==> src/usc_pkg.sv <==
package usc_pkg;

    // byte addresses on the register bus
    localparam logic [4:0] OFS_PSTAT = 5'h00; // primary_status
    localparam logic [4:0] OFS_STAT2 = 5'h04; // status_two
    localparam logic [4:0] OFS_CTRL3 = 5'h08; // control_three
    localparam logic [4:0] OFS_DATA  = 5'h0C; // data_window
    localparam logic [4:0] OFS_CTRL1 = 5'h10; // mode and enables
    localparam logic [4:0] OFS_BAUD  = 5'h14; // 16x sample divider

    // mode and enable bits
    localparam int C1_NINE  = 0;
    localparam int C1_LOOP_SELECT = 1;
    localparam int C1_RECEIVER_SOURCE_SELECT  = 2;
    localparam int C1_TE    = 3;
    localparam int C1_RE    = 4;
    localparam int C1_SBK   = 5;
    localparam int C1_PE    = 6;
    localparam int C1_PODD  = 7;
    // primary_status bits
    localparam int S1_RECEIVE_FULL_FLAG  = 5;
    localparam int S1_OR    = 3;
    localparam int S1_PF    = 0;
    // status_two bits
    localparam int S2_LONG_BREAK_SELECT = 2;
    // control_three bits
    localparam int C3_T8    = 6;
    localparam int C3_DIR   = 5;
    localparam int C3_INV   = 4;
    localparam int C3_OVERRUN_IRQ_ENABLE  = 3;
    localparam int C3_PARITY_IRQ_ENABLE  = 0;
    // error flag vector, same order as the enables
    localparam int E_OR     = 3;
    localparam int E_NF     = 2;
    localparam int E_FE     = 1;
    localparam int E_PF     = 0;

    // bit counts and sample points (16 samples per bit)
    localparam logic [3:0] BRK_SHORT = 4'hA;
    localparam logic [3:0] BRK_LONG  = 4'hD;
    localparam logic [3:0] FRAME8    = 4'hA;
    localparam logic [3:0] DATA8     = 4'h8;
    localparam logic [3:0] TX_RT_END = 4'hF;
    localparam logic [3:0] RT_FIRST  = 4'h1;
    localparam logic [3:0] RT_END    = 4'h0;
    localparam logic [3:0] RT_S1     = 4'h3;
    localparam logic [3:0] RT_S2     = 4'h5;
    localparam logic [3:0] RT_VER    = 4'h7;
    localparam logic [3:0] RT_D1     = 4'h8;
    localparam logic [3:0] RT_D2     = 4'h9;
    localparam logic [3:0] RT_BIT    = 4'hA;
    localparam logic [3:0] RT_LATE   = 4'hB;

    typedef enum logic [1:0] {
        TX_IDLE  = 2'b00,
        TX_DATA  = 2'b01,
        TX_BREAK = 2'b10
    } usc_tx_t;

    typedef enum logic [1:0] {
        RX_IDLE  = 2'b00,
        RX_FRAME = 2'b01
    } usc_rx_t;

    typedef struct packed {
        logic        read;
        logic        write;
        logic [4:0]  address;
        logic [31:0] writedata;
    } usc_bus_t;

    typedef struct packed {
        logic        ack;
        logic [31:0] rdata;
        logic [12:0] baud_cnt;
        logic [12:0] baud_div;
        logic [7:0]  c1;
        logic        long_break_select;
        logic        r8;
        logic        t8;
        logic        dir;
        logic        inv;
        logic [3:0]  ie;
        logic [7:0]  tx_buf;
        logic        tx_buf8;
        logic        tx_full;
        logic        tx_done;
        usc_tx_t     tx_st;
        logic [10:0] tx_sh;
        logic [3:0]  tx_bits;
        logic [3:0]  tx_rt;
        logic        tx_line;
        logic        tx_pin;
        logic        oe;
        usc_rx_t     rx_st;
        logic [2:0]  rx_hist;
        logic [2:0]  rx_smp;
        logic [3:0]  rx_rt;
        logic [3:0]  rx_idx;
        logic [8:0]  rx_sh;
        logic        rx_noise;
        logic [7:0]  rx_buf;
        logic        receive_full_flag;
        logic [3:0]  err;
        logic        receiver_active_flag;
        logic [7:0]  idle_cnt;
        logic        arm;
        logic        seen_data;
        logic        seen_c3;
        logic        irq;
    } usc_state_t;

    localparam usc_state_t ST_RESET = '{
        tx_line: 1'b1, tx_pin: 1'b1, tx_done: 1'b1,
        tx_st: TX_IDLE, rx_st: RX_IDLE, default: '0};

endpackage

==> src/usc_core.sv <==
// Our own choices: the register offsets and the Avalon-MM register port.
`timescale 1ns/1ps
`default_nettype none

// Contract
// - break is 10 or 13 bits, plus nine-bit
// - framing check ignores long break select
// - active flag set at start, cleared on idle
// - active flag is read-only
// - ninth received bit at bit 7, both reads
// - stored ninth tx bit goes with data
// - single-wire direction bit steers output pin
// - invert bit inverts every driven level
// - overrun flag with enable requests interrupt
// - noise flag with enable requests interrupt
// - framing flag with enable requests interrupt
// - parity flag with enable requests interrupt
// - data address reads rx, writes tx
// - data reads step flag clearing
// - tx and rx independent, shared baud
// - baud generator runs on bus clock
// - receiver realigns on falling edges inside a frame, after the start bit
// - full-duplex NRZ frames, same baud
// - nine-bit: status, data and ninth reads
// - overrun drops new character and status
module usc_core (
    input  wire logic              clk_sys,
    input  wire logic              sys_rst,
    input  wire usc_pkg::usc_bus_t avs,
    output logic [31:0]            avs_readdata,
    output logic                   avs_waitrequest,
    input  wire logic              rxd_in,
    input  wire logic              txd_in,
    output logic                   txd_out,
    output logic                   txd_oe,
    output logic                   irq_req
);
    import usc_pkg::*;

    usc_state_t  q;
    usc_state_t  next_q;
    logic        tick;
    logic        req;
    logic        acc;
    logic        rx_pin;
    logic        rx_done;
    logic [31:0] rd_val;
    logic [3:0]  fbits;

    // majority of three samples
    function automatic logic maj3(input logic [2:0] s);
        return (s[0] & s[1]) | (s[0] & s[2]) | (s[1] & s[2]);
    endfunction

    // samples that disagree mark noise
    function automatic logic mixed3(input logic [2:0] s);
        return (s != 3'h0) && (s != 3'h7);
    endfunction

    // transmit frame, start bit in bit 0, parity folded in
    function automatic logic [10:0] frame(input logic [7:0] d,
                                          input logic       b8,
                                          input logic [7:0] c1);
        logic [7:0] dd;
        logic       b;
        dd = d;
        b  = c1[C1_NINE] ? b8 : 1'b1;
        if (c1[C1_PE] && c1[C1_NINE]) begin
            b = (^d) ^ c1[C1_PODD];
        end else if (c1[C1_PE]) begin
            dd[7] = (^d[6:0]) ^ c1[C1_PODD];
        end
        return {1'b1, b, dd, 1'b0};
    endfunction

    // data outputs straight from the state flops
    assign avs_readdata    = q.rdata;
    assign txd_out         = q.tx_pin;
    assign txd_oe          = q.oe;
    assign irq_req         = q.irq;
    assign req             = avs.read | avs.write;
    assign acc             = req & q.ack;
    assign avs_waitrequest = req & ~q.ack;
    assign fbits           = FRAME8 + {3'h0, q.c1[C1_NINE]};
    // one divider clocks both directions
    assign tick = (q.baud_div != 13'h0000) && (q.baud_cnt == 13'h0000);
    // loop feeds the transmitter back, single wire uses the pin
    assign rx_pin = q.c1[C1_LOOP_SELECT] ? (q.c1[C1_RECEIVER_SOURCE_SELECT] ? txd_in : q.tx_line)
                                   : rxd_in;

    // read mux, sampled one cycle before the answer edge
    always_comb begin
        case (avs.address)
            OFS_PSTAT: rd_val = {24'h0, ~q.tx_full, q.tx_done, q.receive_full_flag,
                                 1'b0, q.err};
            OFS_STAT2: rd_val = {29'h0, q.long_break_select, 1'b0, q.receiver_active_flag};
            OFS_CTRL3: rd_val = {24'h0, q.r8, q.t8, q.dir, q.inv, q.ie};
            OFS_DATA:  rd_val = {24'h0, q.rx_buf};
            OFS_CTRL1: rd_val = {24'h0, q.c1};
            OFS_BAUD:  rd_val = {19'h0, q.baud_div};
            default:   rd_val = 32'h0000_0000;
        endcase
    end

    // whole next-state function; order sets bus clears before rx sets
    always_comb begin
        logic [2:0] cur;
        logic       stop;
        logic       bad_par;
        logic [3:0] brk;
        cur     = {q.rx_smp[1:0], rx_pin};
        stop    = maj3(cur);
        bad_par = 1'b0;
        brk     = (q.long_break_select ? BRK_LONG : BRK_SHORT)
                  + {3'h0, q.c1[C1_NINE]};
        next_q  = q;
        rx_done = 1'b0;

        // baud divider, period of baud_div bus clocks
        if (q.baud_div != 13'h0000) begin
            next_q.baud_cnt = (q.baud_cnt == 13'h0000)
                              ? q.baud_div - 13'h0001
                              : q.baud_cnt - 13'h0001;
        end

        // transmitter, 16 ticks per bit
        if (tick) begin
            case (q.tx_st)
                TX_IDLE: begin
                    next_q.tx_rt = 4'h0;
                    if (q.c1[C1_TE] && q.c1[C1_SBK]) begin
                        next_q.tx_st   = TX_BREAK;
                        next_q.tx_bits = brk - 4'h1;
                        next_q.tx_done = 1'b0;
                    end else if (q.c1[C1_TE] && q.tx_full) begin
                        // ninth bit travels with the byte
                        next_q.tx_st   = TX_DATA;
                        next_q.tx_sh   = frame(q.tx_buf, q.tx_buf8, q.c1);
                        next_q.tx_bits = fbits - 4'h1;
                        next_q.tx_full = 1'b0;
                        next_q.tx_done = 1'b0;
                    end else begin
                        next_q.tx_done = 1'b1;
                    end
                end
                TX_DATA, TX_BREAK: begin
                    next_q.tx_rt = q.tx_rt + 4'h1;
                    if (q.tx_rt == TX_RT_END) begin
                        if (q.tx_bits == 4'h0) begin
                            next_q.tx_st = TX_IDLE;
                        end else begin
                            next_q.tx_bits = q.tx_bits - 4'h1;
                            next_q.tx_sh   = {1'b1, q.tx_sh[10:1]};
                        end
                    end
                end
                default: next_q.tx_st = TX_IDLE;
            endcase
        end
        // NRZ line level, idle high
        next_q.tx_line = (next_q.tx_st == TX_DATA) ? next_q.tx_sh[0]
                         : (next_q.tx_st != TX_BREAK);

        // register writes take effect at the answer edge
        if (acc && avs.write) begin
            case (avs.address)
                OFS_CTRL1: next_q.c1       = avs.writedata[7:0];
                OFS_BAUD:  next_q.baud_div = avs.writedata[12:0];
                // only the break length is writable here
                OFS_STAT2: next_q.long_break_select = avs.writedata[S2_LONG_BREAK_SELECT];
                OFS_CTRL3: begin
                    next_q.t8  = avs.writedata[C3_T8];
                    next_q.dir = avs.writedata[C3_DIR];
                    next_q.inv = avs.writedata[C3_INV];
                    next_q.ie  = avs.writedata[C3_OVERRUN_IRQ_ENABLE:C3_PARITY_IRQ_ENABLE];
                end
                OFS_DATA: begin
                    // separate tx buffer; the held ninth bit is sampled
                    // now, so it must be written first
                    next_q.tx_buf  = avs.writedata[7:0];
                    next_q.tx_buf8 = q.t8;
                    next_q.tx_full = 1'b1;
                end
                default: ;
            endcase
        end

        // read side effects: the clearing sequences
        if (acc && avs.read) begin
            case (avs.address)
                OFS_PSTAT: begin
                    next_q.arm = q.rdata[S1_RECEIVE_FULL_FLAG]
                                 | (|q.rdata[S1_OR:S1_PF]);
                    next_q.seen_data = 1'b0;
                    next_q.seen_c3   = 1'b0;
                end
                OFS_DATA: if (q.arm) begin
                    next_q.err       = 4'h0;
                    next_q.seen_data = 1'b1;
                end
                OFS_CTRL3: if (q.arm) begin
                    next_q.seen_c3 = 1'b1;
                end
                default: ;
            endcase
        end
        // nine-bit mode needs both reads in any order
        if (next_q.arm && next_q.seen_data
            && (next_q.seen_c3 || !q.c1[C1_NINE])) begin
            next_q.receive_full_flag = 1'b0;
            next_q.arm  = 1'b0;
        end

        // receiver, runs apart from the transmitter
        if (tick && q.c1[C1_RE]) begin
            next_q.rx_hist = {q.rx_hist[1:0], rx_pin};
            case (q.rx_st)
                RX_IDLE: begin
                    // a full character of high line ends activity
                    if (!rx_pin) begin
                        next_q.idle_cnt = 8'h00;
                    end else if (q.idle_cnt != {fbits, 4'h0}) begin
                        next_q.idle_cnt = q.idle_cnt + 8'h01;
                    end else begin
                        next_q.receiver_active_flag = 1'b0;
                    end
                    // start: a low after three high samples
                    if (q.rx_hist == 3'h7 && !rx_pin) begin
                        next_q.rx_st    = RX_FRAME;
                        next_q.rx_rt    = RT_FIRST;
                        next_q.rx_idx   = 4'h0;
                        next_q.rx_noise = 1'b0;
                    end
                end
                RX_FRAME: begin
                    next_q.rx_rt = q.rx_rt + 4'h1;
                    if ((q.rx_idx == 4'h0 && (q.rx_rt == RT_S1
                         || q.rx_rt == RT_S2 || q.rx_rt == RT_VER))
                        || (q.rx_idx != 4'h0 && (q.rx_rt == RT_D1
                         || q.rx_rt == RT_D2 || q.rx_rt == RT_BIT))) begin
                        next_q.rx_smp = cur;
                    end
                    if (q.rx_rt == RT_END) begin
                        next_q.rx_idx = q.rx_idx + 4'h1;
                    end
                    if (q.rx_idx == 4'h0 && q.rx_rt == RT_VER) begin
                        if (maj3(cur)) begin
                            next_q.rx_st = RX_IDLE; // false start
                        end else begin
                            next_q.receiver_active_flag      = 1'b1;
                            next_q.rx_noise = mixed3(cur);
                        end
                    end
                    if (q.rx_idx != 4'h0 && q.rx_rt == RT_BIT) begin
                        next_q.rx_noise = q.rx_noise | mixed3(cur);
                        if (q.rx_idx != DATA8 + {3'h0, q.c1[C1_NINE]}
                                        + 4'h1) begin
                            next_q.rx_sh = {maj3(cur), q.rx_sh[8:1]};
                        end else begin
                            rx_done         = 1'b1;
                            next_q.rx_st    = RX_IDLE;
                            next_q.idle_cnt = 8'h00;
                            if (q.c1[C1_PE]) begin
                                bad_par = (q.c1[C1_NINE] ? ^q.rx_sh
                                           : ^q.rx_sh[8:1])
                                          != q.c1[C1_PODD];
                            end
                            // same stop test for any break length
                            if (!stop && q.rx_sh != 9'h000) begin
                                next_q.rx_hist = 3'h7; // quick restart
                            end
                            // a pending framing fault blocks transfer
                            if (q.err[E_FE]) begin
                                next_q.err[E_FE] = next_q.err[E_FE];
                            end else if (q.receive_full_flag) begin
                                next_q.err[E_OR] = 1'b1;
                            end else begin
                                next_q.receive_full_flag   = 1'b1;
                                next_q.rx_buf = q.c1[C1_NINE]
                                                ? q.rx_sh[7:0]
                                                : q.rx_sh[8:1];
                                next_q.r8     = q.rx_sh[8];
                                next_q.err[E_NF] = next_q.rx_noise;
                                next_q.err[E_FE] = ~stop;
                                next_q.err[E_PF] = bad_par;
                            end
                        end
                    end
                    // realign on falling edges inside a frame
                    if (next_q.rx_st == RX_FRAME && q.rx_idx != 4'h0
                        && q.rx_hist[0] && !rx_pin) begin
                        next_q.rx_rt = RT_FIRST;
                        if (q.rx_rt >= RT_LATE) begin
                            next_q.rx_idx = q.rx_idx + 4'h1;
                        end
                    end
                end
                default: next_q.rx_st = RX_IDLE;
            endcase
        end

        // inverted drive covers idle, break and data
        next_q.tx_pin = next_q.tx_line ^ next_q.inv;
        // single-wire mode hands the pin to the direction bit
        next_q.oe = (next_q.c1[C1_LOOP_SELECT] && next_q.c1[C1_RECEIVER_SOURCE_SELECT])
                    ? next_q.dir
                    : (next_q.c1[C1_TE] || next_q.tx_st != TX_IDLE);
        // level request while an enabled flag stays set
        next_q.irq = |(next_q.err & next_q.ie);
        // answer comes one cycle after the request, read data frozen
        next_q.ack = req & ~q.ack;
        if (avs.read && !q.ack) begin
            next_q.rdata = rd_val;
        end
    end

    // single state register
    always_ff @(posedge clk_sys) begin
        if (sys_rst) begin
            q <= ST_RESET;
        end else begin
            q <= next_q;
        end
    end
endmodule // usc_core

`default_nettype wire

==> config.mk <==
export PLATFORM = sky130hd
export DESIGN_NAME = usc_core
export DESIGN_NICKNAME = d
export VERILOG_FILES = /design/src/usc_pkg.sv /design/src/usc_core.sv
export SDC_FILE = /design/constraint.sdc
export NUM_CORES = 1
export LEC_CHECK = 0
export ABC_CLOCK_PERIOD_IN_PS = 4500
export BUFFER_PORTS_ARGS = -buffer_cell sky130_fd_sc_hd__buf_2
export CAP_MARGIN = 20
export CORE_MARGIN = 4
export CORE_UTILIZATION = 50
export DETAILED_ROUTE_END_ITERATION = 16
export GPL_ROUTABILITY_DRIVEN = 0
export GPL_TIMING_DRIVEN = 0
export PLACE_DENSITY = 0.66
export SYNTH_ARGS = -nofsm -noshare
export SYNTH_HDL_FRONTEND = slang
export SYNTH_SLANG_ARGS = --single-unit
==> constraint.sdc <==
create_clock -name clk_sys -period 4.5 [get_ports clk_sys]
set_clock_uncertainty 0.15 [all_clocks]
set_input_delay 0.675 -clock clk_sys [delete_from_list [all_inputs] [get_ports clk_sys]]
set_output_delay 0.675 -clock clk_sys [all_outputs]
set_load 0.01 [all_outputs]
==> impl_metrics.yaml <==
die:
  die_h_um: 131.5
  io_pins: 79
  fp.dieW_um: 131.5
  dieArea_um2: 17280
  core_um2: 14750
  initial_core_util: 0.5165
  num_rows: 44
finish:
  nNetsFinal: 1082
  area_delta_synth_final_pct: 14.56
  drive_gt1_frac: 0.1298
  layout_commonest_cell: "dfxtp_1"
  layout.cells.most_common_list: "143 x dfxtp_1, 125 x nor2_1, 96 x nand2_1"
  antenna_cells: 0
  fill_cells: 1409
  register_area_um2: 2863
  multi_input_area_um2: 4258
  fin_util: 0.5918
worst_setup_path:
  worstPathMaxFanout: 10
  crit_path_start_kind: "flop"
  worstPathRequired_ns: 4.62
  cp-end-kind: "flop"
  path_delay_family: "simple AND/OR/NAND/NOR gates"
  crit_type: "flop to flop"
  crit_buf_inv: 2
  worstPathArrival_ns: 4.08
  slowest_stage: "nor4_2"
  max_stage_delay_ns: 0.78
  path_cells: "or4_1, buf_2, nor4_2, clkbuf_1, a21oi_1, ha_1, nand2b_1, nor2_1, o21ai_0, or3_1, a211oi_1, o21ai_0, a21oi_1"
sta:
  timing.final.crit_period_ns: 3.959
  rsz0062_at_grt: "no"
  fin_ws_ns: 0.5411
  setup-tns-final_ns: 0
  maxSlewHeadroom: 0.2303
  hold_viol: 0
  post-route-period-util: 0.8798
  slew_violations: 0
  fmax_mhz: 252.6
  setup_viol: 0
  tightest_slew_ns: 1.152
grt:
  grt_pass1_wl_um: 33620
  grtUsageTotal: 0.2401
  grt_max_degree: 17
  grt_overflow: 0
  grt_pass1_vias: 6412
  antenna_found_initial: 0
routing:
  wl_per_cell_um: 17.07
  drt_iter0_drc: 730
  drt-vias-per-instance: 5.797
  post-route-drc-count: 0
  antenna_left: 0
  first_pass_iters: 8
  num_vias: 7049
  totalWireLength_um: 20750
power:
  pwr-share-clk: 0.485
  power_frac_seq: 0.432
  power.internal_mw: 2.247
  ir_drop_mv: 0.2690
  swShare: 0.2445
  power_density_nw_per_um2: 340.6
  combPwrFrac: 0.083
  cellLeakagePower_nw: 3.133
  p_sw_mw: 0.7272
clock_network:
  cts_made_buffers: 17
  clock_latency_ns: 0.42
  cts_setup_buffers: 0
  root_buffer: "clkbuf_16"
  cts_tree: "yes"
  cts_resized: 0
  cts_sinks: 143
  htreeDepth: 4
  cts_buffer_depth: 2
  cts.clk_slew.worst_paths_ns: 0.06
  cts_hold_buffers: 0
synthesis:
  ys_ff_latch: 143
  syn_area_um2: 7621
  yosysWarnings: 0
  synthFlopType: "dfxtp_1"
  synth-edff-count: 0
  seq_area_frac_synth: 0.3756
  syn-instance-count: 942
  synth_cell_type_count: 72
  async_reset_ff_frac: 0
  synth_area_per_cell_um2: 8.090
hold_path:
  hold_path.class: "flop to flop"
run_status:
  status: "complete, no violations"
place:
  preCtsSetupSlack_ns: 0.6220
  hpwl_um: 15250
  io_buffers: 38
run:
  drv_cap: 0
-- metrics by stage --
stage                     power (mW)  instance area (um2)  std cells  hold WS (ns)
after floorplan                1.477                 7689        960        0.2823
after global placement         1.554                 8109       1182        0.2901
after detailed placement       1.555                 8125       1184        0.2951
after CTS                      2.995                 8731       1216        0.3035
after global routing           3.072                 8731       1216        0.3174
final                          2.974                 8731       1216        0.3026
-- final cells by class --
cell class | instances | share of cell area
Timing Repair Buffer | 40 | 0.02350
Multi-Input combinational cell | 701 | 0.4877
Clock inverter | 13 | 0.01863
Buffer | 88 | 0.05317
Inverter | 28 | 0.01204
Sequential cell | 143 | 0.3279
Clock buffer | 19 | 0.05073
Tap cell | 184 | 0.02637
-- registers in the layout, indices dropped and copies added, names as in the netlist --
register / count
txd_out: 1
irq_req: 1
txd_oe: 1
avs_readdata: 13
q: 127
-- power by group through the flow --
stage / clock network [mW] / logic, mW / registers [mW]
6_report: 1.44 / 0.247 / 1.29
5_1_grt: 1.51 / 0.271 / 1.29
4_1_cts: 1.47 / 0.243 / 1.28
3_5_place_dp: 0 / 0.242 / 1.31
3_3_place_gp: 0 / 0.241 / 1.31
2_1_floorplan: 0 / 0.165 / 1.31
-- Yosys cell counts (8+ instances only) --
cell | count | area share
inv_1 | 27 | 0.013
nand2_1 | 96 | 0.047
dfxtp_1 | 143 | 0.38
nand3_1 | 33 | 0.022
or3_1 | 9 | 0.0074
buf_4 | 33 | 0.033
a21oi_1 | 83 | 0.055
a222oi_1 | 9 | 0.012
o21ai_0 | 23 | 0.015
a211oi_1 | 13 | 0.013
ha_1 | 20 | 0.033
nor2_1 | 125 | 0.062
nand4_1 | 12 | 0.0099
a22oi_1 | 18 | 0.018
nor3_1 | 33 | 0.022
xor2_1 | 10 | 0.011
mux2i_1 | 42 | 0.055
or4_1 | 11 | 0.011
clkbuf_1 | 50 | 0.025
mux2_2 | 8 | 0.012
xnor2_1 | 21 | 0.024
-- logic make-up (layout without fill, tap and decap cells) --
group / count (synthesis) / in the layout / synth area share
AO/OA/AOI/OAI: 206 / 206 / 0.1776
XOR/XNOR: 31 / 31 / 0.03563
flip-flops: 143 / 143 / 0.3756
AND/OR/NAND/NOR: 374 / 374 / 0.2348
buffers and inverters: 116 / 188 / 0.07470
other: 1 / 19 / 0.0004921
adder cells (fa/ha/maj): 21 / 21 / 0.03415
multiplexers: 50 / 50 / 0.06698
-- path summary, 6_finish.rpt --
kind | from | endpoint | slack [ns] | cells past startpoint
min | avs_readdata[12] | avs_readdata[12] | 0.30 | 2
min reg2reg | avs_readdata[12] | avs_readdata[12] | 0.30 | 2
max reg2reg | q[125] | q[125] | 0.54 | 13
max | q[125] | q[125] | 0.54 | 13
-- layer usage --
layer / GRT usage / wire [um] / up-vias
met2: 0.3516 / 8790 / 279
li1: - / - / 3470
met5: 0 / 0 / -
met4: 0.07701 / 402 / 0
met1: 0.3427 / 9901 / 3271
met3: 0.06690 / 1659 / 29
-- tightest hold or removal path, delay by kind of cell, from the launching register on --
kind,cells,cell delay [ns]
compound gates,1,0.05
flops,1,0.31
simple gates,1,0.05
Power figures use the tool's default switching activity.
